$ cat src/logic/tcc_pkg.sv
// constants, types and carriers for the 16-bit capture/compare timer
// Function
// - counter is 16-bit, counts up on source ticks
// - run bit starts/stops counting; count readable
// - source select: f1, f8, f32, fast oscillator
// - mode bit: 0 capture, 1 output compare
// - capture copies counter on active edge
// - edge select: rising, falling, both; 11 reserved
// - trigger from pin or slow oscillator tick
// - capture irq timing: count source or direct; always direct when pin filter on
// - compare mode: pin event always raises irq
// - rewriting irq fields may raise spurious request
// - pin filter off or sampled at f1/f8/f32
// - clear counter on match one if selected
// - match zero acts on group zero waveform
// - match one acts on group one waveform
// - each of six outputs has own enable
// - per-group invert of the three outputs
// - compare one full range, resets to FFFF
// - register zero resets 0000, FFFF in compare
// - writes to register zero ignored in capture
// - stopping clears counter to zero
// - overflow irq and capture-pin irq on edges
// - separate irqs for match zero and one
// - compare values load at overflow/match or immediately
package tcc_pkg;
   localparam int unsigned ADR_W = 10;
   localparam int unsigned DAT_W = 32;
   localparam int unsigned CNT_W = 16;
   // register indices; byte address is four times the index
   localparam logic [7:0] IDX_COUNTER = 8'h90;
   localparam logic [7:0] IDX_CTL0 = 8'h9A;
   localparam logic [7:0] IDX_CTL1 = 8'h9B;
   localparam logic [7:0] IDX_CC0 = 8'h9C;
   localparam logic [7:0] IDX_CMP1 = 8'h9E;
   localparam logic [7:0] IDX_WOUT = 8'hFF;
   // reset values
   localparam logic [15:0] RST_CNT = 16'h0000;
   localparam logic [15:0] RST_CC0 = 16'h0000;
   localparam logic [15:0] RST_CC0_CMP = 16'hFFFF;
   localparam logic [15:0] RST_CMP1 = 16'hFFFF;
   localparam logic [15:0] CNT_MAX = 16'hFFFF;
   localparam logic [7:0] RST_CTL = 8'h00;
   localparam logic [7:0] RST_WOUT = 8'h00;
   // control zero: b5 reserved, reads zero
   localparam logic [7:0] CTL0_MASK = 8'hDF;
   localparam logic [7:0] CTL0_IRQ_FIELDS = 8'hD8;
   localparam int unsigned B_RUN = 0;
   localparam int unsigned B_SRC = 1;
   localparam int unsigned B_EDGE = 3;
   localparam int unsigned B_IRQ_TIME = 6;
   localparam int unsigned B_TRIG = 7;
   // control one
   localparam int unsigned B_FLT = 0;
   localparam int unsigned B_CLR = 2;
   localparam int unsigned B_MODE = 3;
   localparam int unsigned B_ACT0 = 4;
   localparam int unsigned B_ACT1 = 6;
   // waveform output control
   localparam int unsigned B_EN0 = 0;
   localparam int unsigned B_EN1 = 3;
   localparam int unsigned B_INV0 = 6;
   localparam int unsigned B_INV1 = 7;
   // prescaler: last count of the divide-by-8 and divide-by-32 phases
   localparam int unsigned DIV_W = 5;
   localparam logic [2:0] F8_LAST = 3'h7;
   localparam logic [4:0] F32_LAST = 5'h1F;
   localparam int unsigned FILT_LEN = 3;
   typedef enum logic [1:0] {SRC_F1, SRC_F8, SRC_F32, SRC_FAST} tcc_src_e;
   typedef enum logic [1:0] {EDGE_RISE, EDGE_FALL, EDGE_BOTH, EDGE_RSVD} tcc_edge_e;
   typedef enum logic [1:0] {FLT_OFF, FLT_F1, FLT_F8, FLT_F32} tcc_flt_e;
   typedef enum logic [1:0] {ACT_KEEP, ACT_TOGGLE, ACT_LOW, ACT_HIGH} tcc_act_e;
   typedef struct packed {
      logic cyc;
      logic stb;
      logic we;
      logic [ADR_W-1:0] adr;
      logic [3:0] sel;
      logic [DAT_W-1:0] dat;
   } tcc_wb_req_s;
   typedef struct packed {
      logic [2:0] sh;
      logic lvl;
   } tcc_sync_s;
   typedef struct packed {
      logic [7:0] ctl0;
      logic [7:0] ctl1;
      logic [7:0] wout;
      logic [CNT_W-1:0] cnt;
      logic [CNT_W-1:0] cc0_buf;
      logic [CNT_W-1:0] cc0_act;
      logic [CNT_W-1:0] cmp1_buf;
      logic [CNT_W-1:0] cmp1_act;
      logic [DIV_W-1:0] div;
      logic [1:0] fcnt;
      logic flt;
      logic pend;
      logic g0;
      logic g1;
      logic [2:0] o0;
      logic [2:0] o1;
      logic ack;
      logic [DAT_W-1:0] rdat;
      logic irq_cap;
      logic irq_ovf;
      logic irq_m0;
      logic irq_m1;
   } tcc_state_s;
endpackage : tcc_pkg

$ cat src/logic/tcc_sync.sv
// three-stage pin synchroniser with agreed level and edge pulses
`timescale 1ns/1ns
module tcc_sync (
   // clock and reset
   input wire logic clk,
   input wire logic rst_b,
   // asynchronous pin
   input wire logic pin,
   // synchronised view
   output logic lvl,
   output logic rise,
   output logic fall
);
   tcc_pkg::tcc_sync_s s_r;
   tcc_pkg::tcc_sync_s s_nxt;
   logic agree;

   assign agree = (s_r.sh[1] == s_r.sh[2]);
   assign lvl = s_r.lvl;
   assign rise = agree & s_r.sh[2] & ~s_r.lvl;
   assign fall = agree & ~s_r.sh[2] & s_r.lvl;

   always_comb begin
      s_nxt = s_r;
      s_nxt.sh = {s_r.sh[1:0], pin};
      if (agree) begin
         s_nxt.lvl = s_r.sh[2];
      end
   end

   always_ff @(posedge clk or negedge rst_b) begin
      if (!rst_b) begin
         s_r <= '0;
      end else begin
         s_r <= s_nxt;
      end
   end
endmodule : tcc_sync

$ cat src/logic/tcc_timer.sv
// 16-bit capture/compare timer with wishbone register slave
//
// Added by the designer: register access over Wishbone.
`timescale 1ns/1ns
module tcc_timer #(
   parameter int unsigned FILT_LEN = tcc_pkg::FILT_LEN
) (
   // clock and reset
   input wire logic clk,
   input wire logic rst_b,
   // wishbone slave
   input wire tcc_pkg::tcc_wb_req_s wb_req,
   output logic [tcc_pkg::DAT_W-1:0] wb_dat_o,
   output logic wb_ack_o,
   // pins and oscillator inputs
   input wire logic measurement_input,
   input wire logic fast_osc_clock,
   input wire logic slow_osc_tick,
   // waveform outputs
   output logic group0_out_a,
   output logic group0_out_b,
   output logic group0_out_c,
   output logic group1_out_a,
   output logic group1_out_b,
   output logic group1_out_c,
   // interrupt request pulses
   output logic capture_pin_interrupt,
   output logic overflow_irq,
   output logic match0_irq,
   output logic match1_irq
);
   tcc_pkg::tcc_state_s s_r;
   tcc_pkg::tcc_state_s s_nxt;

   logic meas_lvl;
   logic fast_rise;
   logic slow_rise;
   logic slow_fall;

   // combinational helpers
   logic t8;
   logic t32;
   logic tick;
   logic fen;
   logic pin_rise;
   logic pin_fall;
   logic trg_rise;
   logic trg_fall;
   logic ev;
   logic run;
   logic cmp_mode;
   logic m0;
   logic m1;
   logic ovf;
   logic wr;
   logic rd;
   logic [7:0] idx;
   logic [tcc_pkg::CNT_W-1:0] wd16;

   tcc_sync u_meas (
      .clk(clk),
      .rst_b(rst_b),
      .pin(measurement_input),
      .lvl(meas_lvl),
      .rise(),
      .fall()
   );

   tcc_sync u_fast (
      .clk(clk),
      .rst_b(rst_b),
      .pin(fast_osc_clock),
      .lvl(),
      .rise(fast_rise),
      .fall()
   );

   tcc_sync u_slow (
      .clk(clk),
      .rst_b(rst_b),
      .pin(slow_osc_tick),
      .lvl(),
      .rise(slow_rise),
      .fall(slow_fall)
   );

   // byte-lane merge of a 16-bit register
   function automatic logic [15:0] merge16(input logic [15:0] old, input logic [31:0] dat,
                                            input logic [3:0] sel);
      logic [15:0] r;
      r = old;
      if (sel[0]) begin
         r[7:0] = dat[7:0];
      end
      if (sel[1]) begin
         r[15:8] = dat[15:8];
      end
      return r;
   endfunction : merge16

   // waveform action on a compare match
   function automatic logic wave(input logic [1:0] act, input logic lvl);
      logic r;
      case (tcc_pkg::tcc_act_e'(act))
         tcc_pkg::ACT_KEEP: r = lvl;
         tcc_pkg::ACT_TOGGLE: r = ~lvl;
         tcc_pkg::ACT_LOW: r = 1'b0;
         tcc_pkg::ACT_HIGH: r = 1'b1;
         default: r = lvl;
      endcase
      return r;
   endfunction : wave

   assign wb_dat_o = s_r.rdat;
   assign wb_ack_o = s_r.ack;
   assign group0_out_a = s_r.o0[0];
   assign group0_out_b = s_r.o0[1];
   assign group0_out_c = s_r.o0[2];
   assign group1_out_a = s_r.o1[0];
   assign group1_out_b = s_r.o1[1];
   assign group1_out_c = s_r.o1[2];
   assign capture_pin_interrupt = s_r.irq_cap;
   assign overflow_irq = s_r.irq_ovf;
   assign match0_irq = s_r.irq_m0;
   assign match1_irq = s_r.irq_m1;

   always_comb begin
      s_nxt = s_r;
      s_nxt.ack = 1'b0;
      s_nxt.irq_cap = 1'b0;
      s_nxt.irq_ovf = 1'b0;
      s_nxt.irq_m0 = 1'b0;
      s_nxt.irq_m1 = 1'b0;
      run = s_r.ctl0[tcc_pkg::B_RUN];
      cmp_mode = s_r.ctl1[tcc_pkg::B_MODE];
      idx = wb_req.adr[tcc_pkg::ADR_W-1:2];
      wr = wb_req.cyc & wb_req.stb & wb_req.we & ~s_r.ack;
      rd = wb_req.cyc & wb_req.stb & ~wb_req.we & ~s_r.ack;
      wd16 = '0;
      m0 = 1'b0;
      m1 = 1'b0;
      ovf = 1'b0;

      // prescaler enables
      s_nxt.div = s_r.div + {{(tcc_pkg::DIV_W-1){1'b0}}, 1'b1};
      t8 = (s_r.div[2:0] == tcc_pkg::F8_LAST);
      t32 = (s_r.div == tcc_pkg::F32_LAST);
      case (tcc_pkg::tcc_src_e'(s_r.ctl0[tcc_pkg::B_SRC +: 2]))
         tcc_pkg::SRC_F1: tick = 1'b1;
         tcc_pkg::SRC_F8: tick = t8;
         tcc_pkg::SRC_F32: tick = t32;
         tcc_pkg::SRC_FAST: tick = fast_rise;
         default: tick = 1'b0;
      endcase

      // measurement pin digital filter
      case (tcc_pkg::tcc_flt_e'(s_r.ctl1[tcc_pkg::B_FLT +: 2]))
         tcc_pkg::FLT_F1: fen = 1'b1;
         tcc_pkg::FLT_F8: fen = t8;
         tcc_pkg::FLT_F32: fen = t32;
         default: fen = 1'b0;
      endcase
      if (s_r.ctl1[tcc_pkg::B_FLT +: 2] == 2'h0) begin
         s_nxt.flt = meas_lvl;
         s_nxt.fcnt = 2'h0;
      end else if (fen) begin
         if (meas_lvl == s_r.flt) begin
            s_nxt.fcnt = 2'h0;
         end else if (s_r.fcnt == 2'(FILT_LEN - 1)) begin
            // level held for the whole run of samples
            s_nxt.flt = meas_lvl;
            s_nxt.fcnt = 2'h0;
         end else begin
            s_nxt.fcnt = s_r.fcnt + 2'h1;
         end
      end
      pin_rise = s_nxt.flt & ~s_r.flt;
      pin_fall = ~s_nxt.flt & s_r.flt;

      // trigger source and active edge
      if (s_r.ctl0[tcc_pkg::B_TRIG]) begin
         trg_rise = slow_rise;
         trg_fall = slow_fall;
      end else begin
         trg_rise = pin_rise;
         trg_fall = pin_fall;
      end
      case (tcc_pkg::tcc_edge_e'(s_r.ctl0[tcc_pkg::B_EDGE +: 2]))
         tcc_pkg::EDGE_RISE: ev = trg_rise;
         tcc_pkg::EDGE_FALL: ev = trg_fall;
         tcc_pkg::EDGE_BOTH: ev = trg_rise | trg_fall;
         default: ev = 1'b0;
      endcase

      // capture-pin interrupt timing
      if (cmp_mode) begin
         s_nxt.irq_cap = ev;
         s_nxt.pend = 1'b0;
      end else if (s_r.ctl0[tcc_pkg::B_IRQ_TIME] || s_r.ctl1[tcc_pkg::B_FLT +: 2] != 2'h0) begin
         s_nxt.irq_cap = ev;
         s_nxt.pend = 1'b0;
      end else if (tick) begin
         // held edge released on the count source, new edge included
         s_nxt.irq_cap = s_r.pend | ev;
         s_nxt.pend = 1'b0;
      end else begin
         s_nxt.pend = s_r.pend | ev;
      end

      // capture into register zero
      if (!cmp_mode && run && ev) begin
         s_nxt.cc0_buf = s_r.cnt;
         s_nxt.cc0_act = s_r.cnt;
      end

      // counter
      if (!run) begin
         s_nxt.cnt = tcc_pkg::RST_CNT;
      end else if (tick) begin
         m0 = cmp_mode & (s_r.cnt == s_r.cc0_act);
         m1 = cmp_mode & (s_r.cnt == s_r.cmp1_act);
         if (m1 && s_r.ctl1[tcc_pkg::B_CLR]) begin
            s_nxt.cnt = tcc_pkg::RST_CNT;
         end else begin
            ovf = (s_r.cnt == tcc_pkg::CNT_MAX);
            s_nxt.cnt = s_r.cnt + 16'h0001;
         end
      end
      s_nxt.irq_ovf = ovf;
      s_nxt.irq_m0 = m0;
      s_nxt.irq_m1 = m1;

      // waveform groups
      if (m0) begin
         s_nxt.g0 = wave(s_r.ctl1[tcc_pkg::B_ACT0 +: 2], s_r.g0);
      end
      if (m1) begin
         s_nxt.g1 = wave(s_r.ctl1[tcc_pkg::B_ACT1 +: 2], s_r.g1);
      end

      // buffered compare values move to the active set
      if (cmp_mode && (s_r.ctl1[tcc_pkg::B_CLR] ? m1 : ovf)) begin
         s_nxt.cc0_act = s_r.cc0_buf;
         s_nxt.cmp1_act = s_r.cmp1_buf;
      end

      // register writes
      if (wr) begin
         case (idx)
            tcc_pkg::IDX_CTL0: begin
               if (wb_req.sel[0]) begin
                  s_nxt.ctl0 = wb_req.dat[7:0] & tcc_pkg::CTL0_MASK;
                  if (((s_nxt.ctl0 ^ s_r.ctl0) & tcc_pkg::CTL0_IRQ_FIELDS) != 8'h00) begin
                     s_nxt.irq_cap = 1'b1;
                  end
               end
            end
            tcc_pkg::IDX_CTL1: begin
               if (wb_req.sel[0]) begin
                  s_nxt.ctl1 = wb_req.dat[7:0];
                  if (wb_req.dat[tcc_pkg::B_MODE] && !cmp_mode) begin
                     s_nxt.cc0_buf = tcc_pkg::RST_CC0_CMP;
                     s_nxt.cc0_act = tcc_pkg::RST_CC0_CMP;
                  end
               end
            end
            tcc_pkg::IDX_CC0: begin
               if (cmp_mode) begin
                  s_nxt.cc0_buf = merge16(s_r.cc0_buf, wb_req.dat, wb_req.sel);
               end
            end
            tcc_pkg::IDX_CMP1: begin
               s_nxt.cmp1_buf = merge16(s_r.cmp1_buf, wb_req.dat, wb_req.sel);
            end
            tcc_pkg::IDX_WOUT: begin
               if (wb_req.sel[0]) begin
                  s_nxt.wout = wb_req.dat[7:0];
               end
            end
            default: begin
               wd16 = '0;
            end
         endcase
      end

      // stopped: written values take effect at once
      if (!run && cmp_mode) begin
         s_nxt.cc0_act = s_nxt.cc0_buf;
         s_nxt.cmp1_act = s_nxt.cmp1_buf;
      end else if (!run) begin
         s_nxt.cmp1_act = s_nxt.cmp1_buf;
      end

      // register reads, answered with ack
      if (rd) begin
         case (idx)
            tcc_pkg::IDX_COUNTER: wd16 = s_r.cnt;
            tcc_pkg::IDX_CTL0: wd16 = {8'h00, s_r.ctl0};
            tcc_pkg::IDX_CTL1: wd16 = {8'h00, s_r.ctl1};
            tcc_pkg::IDX_CC0: wd16 = s_r.cc0_buf;
            tcc_pkg::IDX_CMP1: wd16 = s_r.cmp1_buf;
            tcc_pkg::IDX_WOUT: wd16 = {8'h00, s_r.wout};
            default: wd16 = '0;
         endcase
         s_nxt.rdat = {16'h0000, wd16};
      end
      s_nxt.ack = wr | rd;

      // enabled, optionally inverted waveform pins
      for (int i = 0; i < 3; i++) begin
         s_nxt.o0[i] = s_nxt.wout[tcc_pkg::B_EN0 + i] & (s_nxt.g0 ^ s_nxt.wout[tcc_pkg::B_INV0]);
         s_nxt.o1[i] = s_nxt.wout[tcc_pkg::B_EN1 + i] & (s_nxt.g1 ^ s_nxt.wout[tcc_pkg::B_INV1]);
      end
   end

   always_ff @(posedge clk or negedge rst_b) begin
      if (!rst_b) begin
         s_r <= '0;
         s_r.ctl0 <= tcc_pkg::RST_CTL;
         s_r.ctl1 <= tcc_pkg::RST_CTL;
         s_r.wout <= tcc_pkg::RST_WOUT;
         s_r.cnt <= tcc_pkg::RST_CNT;
         s_r.cc0_buf <= tcc_pkg::RST_CC0;
         s_r.cc0_act <= tcc_pkg::RST_CC0;
         s_r.cmp1_buf <= tcc_pkg::RST_CMP1;
         s_r.cmp1_act <= tcc_pkg::RST_CMP1;
      end else begin
         s_r <= s_nxt;
      end
   end
endmodule : tcc_timer

$ cat config.mk
export PLATFORM = sky130hd
export DESIGN_NAME = tcc_timer
export DESIGN_NICKNAME = d
export VERILOG_FILES = /design/src/logic/tcc_pkg.sv /design/src/logic/tcc_sync.sv /design/src/logic/tcc_timer.sv
export SDC_FILE = /design/constraint.sdc
export NUM_CORES = 1
export LEC_CHECK = 0
export BUFFER_PORTS_ARGS = -buffer_cell sky130_fd_sc_hd__buf_2
export CORE_ASPECT_RATIO = 2
export CORE_MARGIN = 2
export CORE_UTILIZATION = 48
export DETAILED_ROUTE_END_ITERATION = 8
export PLACE_DENSITY = 0.72
export SKIP_CTS_REPAIR_TIMING = 1
export SLEW_MARGIN = 20
export SYNTH_ARGS = -nofsm -noshare
export SYNTH_HDL_FRONTEND = slang
export SYNTH_SLANG_ARGS = --single-unit
$ cat constraint.sdc
create_clock -name clk -period 2.5 [get_ports clk]
set_clock_uncertainty 0.1 [all_clocks]
set_input_delay 0.25 -clock clk [delete_from_list [all_inputs] [get_ports clk]]
set_output_delay 0.25 -clock clk [all_outputs]
set_load 0.01 [all_outputs]
==> results of run 1 <==
==> area by class of cell <==
| class | instances | area [um^2] | share of cell area |
|---|---|---|---|
| tap | 213 | 267 | 0.0247 |
| sequential | 153 | 3870 | 0.358 |
| timing repair buffer | 173 | 1370 | 0.127 |
| clock buffer | 17 | 425 | 0.0394 |
| inverter | 22 | 82.6 | 0.00765 |
| clock inverter | 15 | 131 | 0.0122 |
| multi-input combinational | 657 | 4660 | 0.431 |
==> worst paths after layout <==
path,start,to,slack (ns),cells past startpoint
max,s_r[50],s_r[92],-0.37,10
min,wb_req[8],s_r[62],-0.009,3
max reg2reg,s_r[50],s_r[92],-0.37,10
min reg2reg,u_fast.s_nxt[2],u_fast.s_nxt[3],0.26,0
max in group asynchronous,rst_b,s_r[76],1.30,3
min in group asynchronous,rst_b,u_fast.s_nxt[3],0.25,2
==> sequential cells by signal (all words and copies together) (netlist names), 2 cells and up <==
name,flops
u_meas.s_nxt,2
s_r,112
u_fast.s_nxt,2
u_slow.s_nxt,2
wb_dat_o,16
==> layout by cell type (no fill, tap or decap), types with 18 or more instances in the layout <==
cell and instances:
buf_4 83, a22oi_1 20, mux2i_1 18, o21ai_0 32, nand2_1 119, dfrtp_1 121
nor2_1 56, buf_2 59, inv_1 22, a31oi_1 18, and2_1 30, nand3_1 28
dfstp_2 32, xnor2_1 33
==> critical path, stage by stage, from the launching register on <==
cell,delay (ns)
dfrtp_1,0.36
ha_2,0.19
and3_4,0.20
ha_4,0.13
mux2i_2,0.07
or2_1,0.25
a211o_1,0.37
a211o_4,0.43
buf_12,0.18
a2111oi_2,0.37
a311oi_1,0.10
==> stage by stage <==
step           std cells  power, mW
2_1_floorplan        930       3.49
3_3_place_gp        1199       3.81
3_5_place_dp        1199       3.84
4_1_cts             1231       6.29
5_1_grt             1250       6.65
6_report            1250       6.39
==> logic make-up after synthesis <==
kind of cell / after synthesis / share of synthesized area
adders and majority gates: 8 / 0.0113
buffers and inverters: 120 / 0.0721
AOI/OAI and AO/OA: 216 / 0.181
and+or+nand+nor: 335 / 0.195
DFF: 153 / 0.449
muxes: 35 / 0.0430
xor gates and xnor gates: 47 / 0.0478
other: 1 / 0.000435
==> per-layer routing <==
metal,vias to the layer above,GRT usage
li1,3460,-
met1,3806,0.300
met2,398,0.532
met3,156,0.0488
met4,0,0.247
met5,-,0
==> synthesized netlist by cell type (17+ instances only) <==
master	number	area [um^2]
a22oi_1	20	150
a31oi_1	19	119
and2_1	32	200
buf_2	18	90.1
buf_4	35	263
clkbuf_1	38	143
dfrtp_1	121	3030
dfstp_2	32	841
inv_1	22	82.6
mux2i_1	19	190
nand2_1	122	458
nand3_1	32	160
nor2_1	57	214
nor2b_1	17	106
o21ai_0	35	175
xnor2_1	37	324
==> power breakdown <==
group          switching, mW  total [mW]  internal [mW]
combinational          0.552        1.02          0.469
sequential             0.187        2.89           2.71
clock                   1.17        2.47           1.31
==> impl.org, run 1 <==
** Status
- Outcome :: finished with violations
- Violations in the final reports :: negative hold slack, negative setup slack

** Placement
- DPL Wire Length :: 20.6 mm
- Worst setup timing slack at the placement stage :: -0.406 ns
- During placement, the flow inserted port buffers numbering 60.
- Cell area after placement :: between 0.009 and 0.01 mm^2
- Final GP Congestion :: between 0.9 and 1

** Synthesis
- Share of the yosys chip area belonging to registers :: 0.449
- The synthesized design contains 0 enable-type register cells.
- Proportion of register bits with asynchronous set or reset after synthesis :: 1.00
- Number of different library cells in the post-synthesis netlist :: between 70 and 80
- Most common flop cell mapped by yosys :: dfrtp_1
- During synthesis, Yosys emitted a total of 0 warnings.
- The mapped netlist covers between 0.008 and 0.009 mm^2.
- A synthesized cell averages about 9.4 um^2.
- Counting every instance in the synthesized netlist gives 915.
- Flip-flop and latch count after synthesis :: ~150

** STA
- Setup repair after global routing could not meet its margin everywhere.
- Final count of hold timing violations :: 2
- The smallest clock period supported by the final layout is computed as roughly 2.9 ns.
- Transition time at the pin with the least slew margin :: roughly 0.67 ns
- Final Worst Setup Slack :: -0.370 ns
- Achievable frequency :: 0.348 GHz
- Slew Viols, Final :: 0
- Final-report setup violation count :: 40
- Measured against its own limit, the worst slew margin works out to 0.553.
- Total negative setup slack :: -11.00 ns
- Dividing the final minimum period by the clock period gives 1.15.
- Final hold analysis gives a worst-case slack of -0.00920 ns.

** Global routing
- First-pass GRT wire length :: 43.7 mm
- The number of antenna violations at the first check in global routing is 0.
- After global routing the overflow that remains totals 0.
- Maximum number of pins on one net before global-route repair :: between 50 and 60
- Vias in the first global route :: ~7.9k
- For this run, the total global-route usage over all layers was measured as 0.301.

** Floorplan
- For this design the top-level I/O count stands at 97.
- Cell row count :: 69
- The initial utilization of the core area, before any placement, comes to 0.487.
- The floorplan step set the die width to 98.7 um.
- Std-Cell Core Area :: 0.0177 mm^2
- Floorplan die height :: around 190 um
- Full die area :: ~0.019 mm^2

** Drt
- Highest routed metal layer :: met4
- In the final routed layout, each cell accounts on average for 23.2 um.
- The detailed router placed 7,820 vias in this run.
- Via density :: between 6 and 7
- In this run the remaining antenna-violating nets after routing total 0.
- After detailed routing, the number of remaining DRC violations is 0.
- Summed over all layers, the routed wires come to roughly 29 mm.
- Router iterations before antenna repair :: 6
- Wire segments on met2 add up to approximately 15 mm in the final route.
- In the detailed route, the total length drawn on met3 is between 1 and 1.5 mm.
- Wire length the detailed router placed on met1 :: 9.47 mm
- In this run, the number of DRC markers left after iteration 0 of detailed routing was around 740.

** Finish
- Final core utilization :: 0.610
- After filler insertion, the fill cell instance count of the layout stands at 1,437.
- Compared with the post-synthesis result, the final layout area differs by 25.4%.
- With fillers left out, the area of the finished cells amounts to 0.0108 mm^2.
- In the final layout, the share of cells above drive strength 1 is 0.320.
- The number of antenna diodes in the final layout is 0.
- Nets :: roughly 1.1k

** Worst setup path
- The worst setup path is captured at a register.
- Startpoint type of the worst setup path :: register
- Along the worst path, the maximum fanout reaches 13.
- Data arrives at the worst endpoint at approximately 3.1 ns.
- Worst Path Required :: around 2.7 ns
- Type of the worst setup path :: reg2reg

** Clocking
- Insertion delay to the later sink of the worst-skew pair :: 0.44 ns
- Clock-pin slew on the worst setup and hold paths :: approximately 0.07 ns
- Total number of H-tree levels :: 4
- The cell sitting at the root of the clock tree is a clkbuf_16.
- TritonCTS built the clock tree.
- Max clock buf depth :: 2
- Number of buffers created by CTS :: 17
- Number of sinks on the clock net :: 153

** Job
- The tool flagged a number of max-cap violations equal to 0.

** Power
- In this run the power density over the cells is 591 mW/mm^2.
- Summed over all cells, the static leakage comes to about 4.7 nW.
- Worst IR Drop VDD :: around 530 uV

** Min path
- The worst hold path belongs to the class in2reg.
Note: power is estimated with default switching activity, not from simulation.
==> run 2, diff against run 1 <==
--- a/config.mk
+++ b/config.mk
@@ -6,5 +6,5 @@
 export NUM_CORES = 1
 export LEC_CHECK = 0
-export BUFFER_PORTS_ARGS = -buffer_cell sky130_fd_sc_hd__buf_2
+export BUFFER_PORTS_ARGS = -buffer_cell sky130_fd_sc_hd__buf_4
 export CORE_ASPECT_RATIO = 2
 export CORE_MARGIN = 2
==> constraint.sdc (replaced) <==
create_clock -name clk -period 2.5 [get_ports clk]
set_clock_uncertainty 0.1 [all_clocks]
set_input_delay 0.125 -clock clk [delete_from_list [all_inputs] [get_ports clk]]
set_output_delay 0.125 -clock clk [all_outputs]
set_load 0.01 [all_outputs]
==> impl.org, run 2 (synthesized netlist as in run 1, its figures left out) <==
** STA
- Setup repair after global routing could not meet its margin everywhere.
- The count of final setup violators is 55 (+38%).
- The relative slew slack came to 0.488 (-0.0647).
- The total count of hold-check failures in the final report was 0 (-2).
- The worst setup slack after layout came to -0.356 ns (+0.0144 ns).
- The fraction of the cycle the final worst path needs came to 1.14 (-0.00578).
- Achievable frequency :: 0.350 GHz (+0.51%)
- The slew at the pin closest to its max-slew limit came to 0.768 ns (+0.0993 ns).
- The worst hold margin is 0.0885 ns (+0.0977 ns).
- The final total negative setup slack was -11.30 ns (-0.304 ns).
- The time the worst path needs with I/O delays and setup came to 2.86 ns (-0.0144 ns).
- The count of final max-slew check failures is 0 (unchanged).

** Finish
- The number of flip-flops under the largest register name is 112 (unchanged).
- Layout filler cell count :: 1,342 (-6.6%)
- The number of nets in the finished design was 1,104 (+1.8%).
- Compared with the post-synthesis result, the final layout area differs by 31.4%.
- Leaving out fill and tap cells, the most frequent cell in the layout is buf_4.
- Register containing the most flip-flops in the final layout :: s_r
- In the layout the commonest cells are 141 x buf_4, 121 x dfrtp_1, 117 x nand2_1.
- Antenna diode count :: 0 (unchanged)
- Final core utilization :: 0.640 (+0.0292)
- Fraction of final layout cells with drive strength greater than 1 :: 0.348 (+0.0283)

** Global routing
- Met2 GRT Util :: 0.517 (-0.0159)
- Overall Global Routing Usage :: 0.296 (-0.00493)
- The leftover overflow at the end of global routing was 0 (unchanged).
- The maximum number of pins on one net before global-route repair came to 58 (+5.5%).
- The wire length of the first global-routing pass was 43.0 mm (-1.7%).
- Vias in the first global route :: 7,896 (+0.23%)
- In this run the most used layer during global routing was met2.
- GRT met1 Usage :: 0.292 (-0.00797)
- Met3 demand-to-capacity share in global routing :: 0.0477 (-0.00108)
- Initial antenna violation count :: 0 (unchanged)

** Power
- Combinational share of power :: 0.175 (+0.015)
- Worst IR Drop VDD :: 571 uV (+7.6%)
- The areal power density over the cells is 582 mW/mm^2 (-1.5%).
- Sequential share of power :: 0.443 (-0.010)
- The clock power share came to 0.382 (-0.005).
- P_leak :: 4.97 nW (+5.3%)
- The switching power as a share of total power was 0.280 (-0.0179).
- The total net switching power is 1.85 mW (-3.0%).
- Internal power :: 4.74 mW (+5.8%)

** Placement
- Port-buffer cells :: 60 (unchanged)
- The half-perimeter wire length of the detailed placement result is 20.5 mm (-0.11%).
- The final weighted congestion of routability-driven global placement was 0.950 (-1.3%).

** Worst setup path
- The sum of buffers and inverters on the critical path was 1 (unchanged).
- The worst setup path is captured at a register.
- Type of the worst setup path :: reg2reg
- R2R setup slack :: -0.36 ns (about the same)
- The critical path data required time came to 2.70 ns (about the same).
- Cell with the largest stage delay on the worst path :: a211o_4
- Slowest cell delay on critical path :: 0.42 ns (about the same)
- Data arrival, critical path :: 3.05 ns (-0.02 ns)
- STA classifies the critical path startpoint as a register.
- Crit path max fanout :: 16 (+3)
- Critical path, cell by cell :: ha_2 > and3_4 > ha_4 > mux2i_2 > or2_1 > a211o_1 > a211o_4 > buf_12 > a2111oi_2 > a311oi_1
- Broken down by cell family, the worst path's largest delay share belongs to compound AO/OA/AOI/OAI gates.

** Clocking
- Max clock buf depth :: 2 (unchanged)
- The clock latency reported for the late side of the worst-skew pair is 0.43 ns (about the same).
- Total number of H-tree levels :: 4 (unchanged)
- The CTS sink count was 153 (unchanged).
- The total CTS buffers is 17 (unchanged).
- TritonCTS built the clock tree.
- The clock slew seen by the registers of the worst setup and hold paths is 0.06 ns (about the same).
- In this run the clock root is driven by a clkbuf_16.

** Floorplan
- The floorplan die width is 98.7 um (unchanged).
- The total number of placement rows is 69 (unchanged).
- Full die area :: 0.0191 mm^2 (unchanged)
- The vertical extent of the die is 193 um (unchanged).
- Starting Density :: 0.487 (unchanged)
- The core region area came to 0.0177 mm^2 (unchanged).
- The number of ports placed on the die boundary is 97 (unchanged).

** Drt
- Via total after detailed routing :: 8,065 (+3.1%)
- Via density :: 6.36 (+1.6%)
- The first-pass iteration count of the detailed router was 7 (+1).
- Total wire length :: 30.4 mm (+4.5%)
- The DRC violations left came to 2 (+2).
- Routed length per instance :: 23.9 um (+2.9%)
- First DRT Iteration DRCs :: 717 (-3.6%)
- The count of nets left with antenna violations after detail routing is 0 (unchanged).

** Status
- Outcome :: finished with violations
- The checks that failed: design-rule violations, negative setup slack.

** Job
- The number of maximum-capacitance violations came to 0 (unchanged).

** Min path
- The min-delay analysis places its worst path in the category in2reg.
-- run 2: cell count changes in the layout (fill, tap and decap cells not counted), sizes merged --
cell	previous run	this run
buf	167	166
bufinv	0	2
clkbuf	17	24
clkinv	4	5
clkinvlp	3	4
dlygate4sd3	6	22
inv	30	23
-- run 2: worst paths after layout --
check                      cells after the start         endpoint       startpoint
setup / recovery                              10          s_r[86]          s_r[49]
hold / removal                                 5     wb_dat_o[12]       wb_req[41]
setup reg to reg                              10          s_r[86]          s_r[49]
hold reg to reg                                0  u_fast.s_nxt[3]  u_fast.s_nxt[2]
max in group asynchronous                      3          s_r[61]            rst_b
min in group asynchronous                      2  u_fast.s_nxt[2]            rst_b
-- run 2: through the flow --
step | instance area [um^2] | total power [mW] | cells | worst slack, ns
2_1_floorplan | 8750 | 3.49 | 930 | -0.0547
3_3_place_gp | 9730 | 3.85 | 1197 | -0.283
3_5_place_dp | 9730 | 3.87 | 1197 | -0.306
4_1_cts | 10300 | 6.38 | 1229 | -0.314
5_1_grt | 11300 | 6.80 | 1269 | -0.427
6_report | 11300 | 6.59 | 1269 | -0.356
-- run 2: power by group through the flow --
stage | Clock (mW) | Sequential [mW] | Combinational [mW]
after floorplan | 0 | 2.84 | 0.648
after global placement | 0 | 2.92 | 0.932
after detailed placement | 0 | 2.93 | 0.949
after CTS | 2.54 | 2.88 | 0.955
after global routing | 2.63 | 2.93 | 1.23
final | 2.52 | 2.92 | 1.15
-- run 2: tightest hold or removal path, stage by stage --
cell and delay (ns):
buf_4 0.13, nand2_1 0.09, nor2_4 0.08, nand2_1 0.07, a31oi_1 0.07
-- run 2: per-layer routing --
metal | part of all wire | up-vias | routed length, um
met5 | 0 | - | 0
met4 | 0.10 | 0 | 3020
met3 | 0.064 | 186 | 1940
met2 | 0.52 | 481 | 15800
met1 | 0.32 | 3897 | 9580
li1 | - | 3501 | -
-- run 2: area by class of cell --
cell class	instances	area, um^2	share of cell area
multi-input cells	657	4780	0.423
flip-flops and latches	153	3870	0.342
repair buffers	192	1750	0.155
clock buffers	20	437	0.0386
well taps	213	267	0.0235
clock inverters	12	128	0.0113
inverters	22	82.6	0.00730
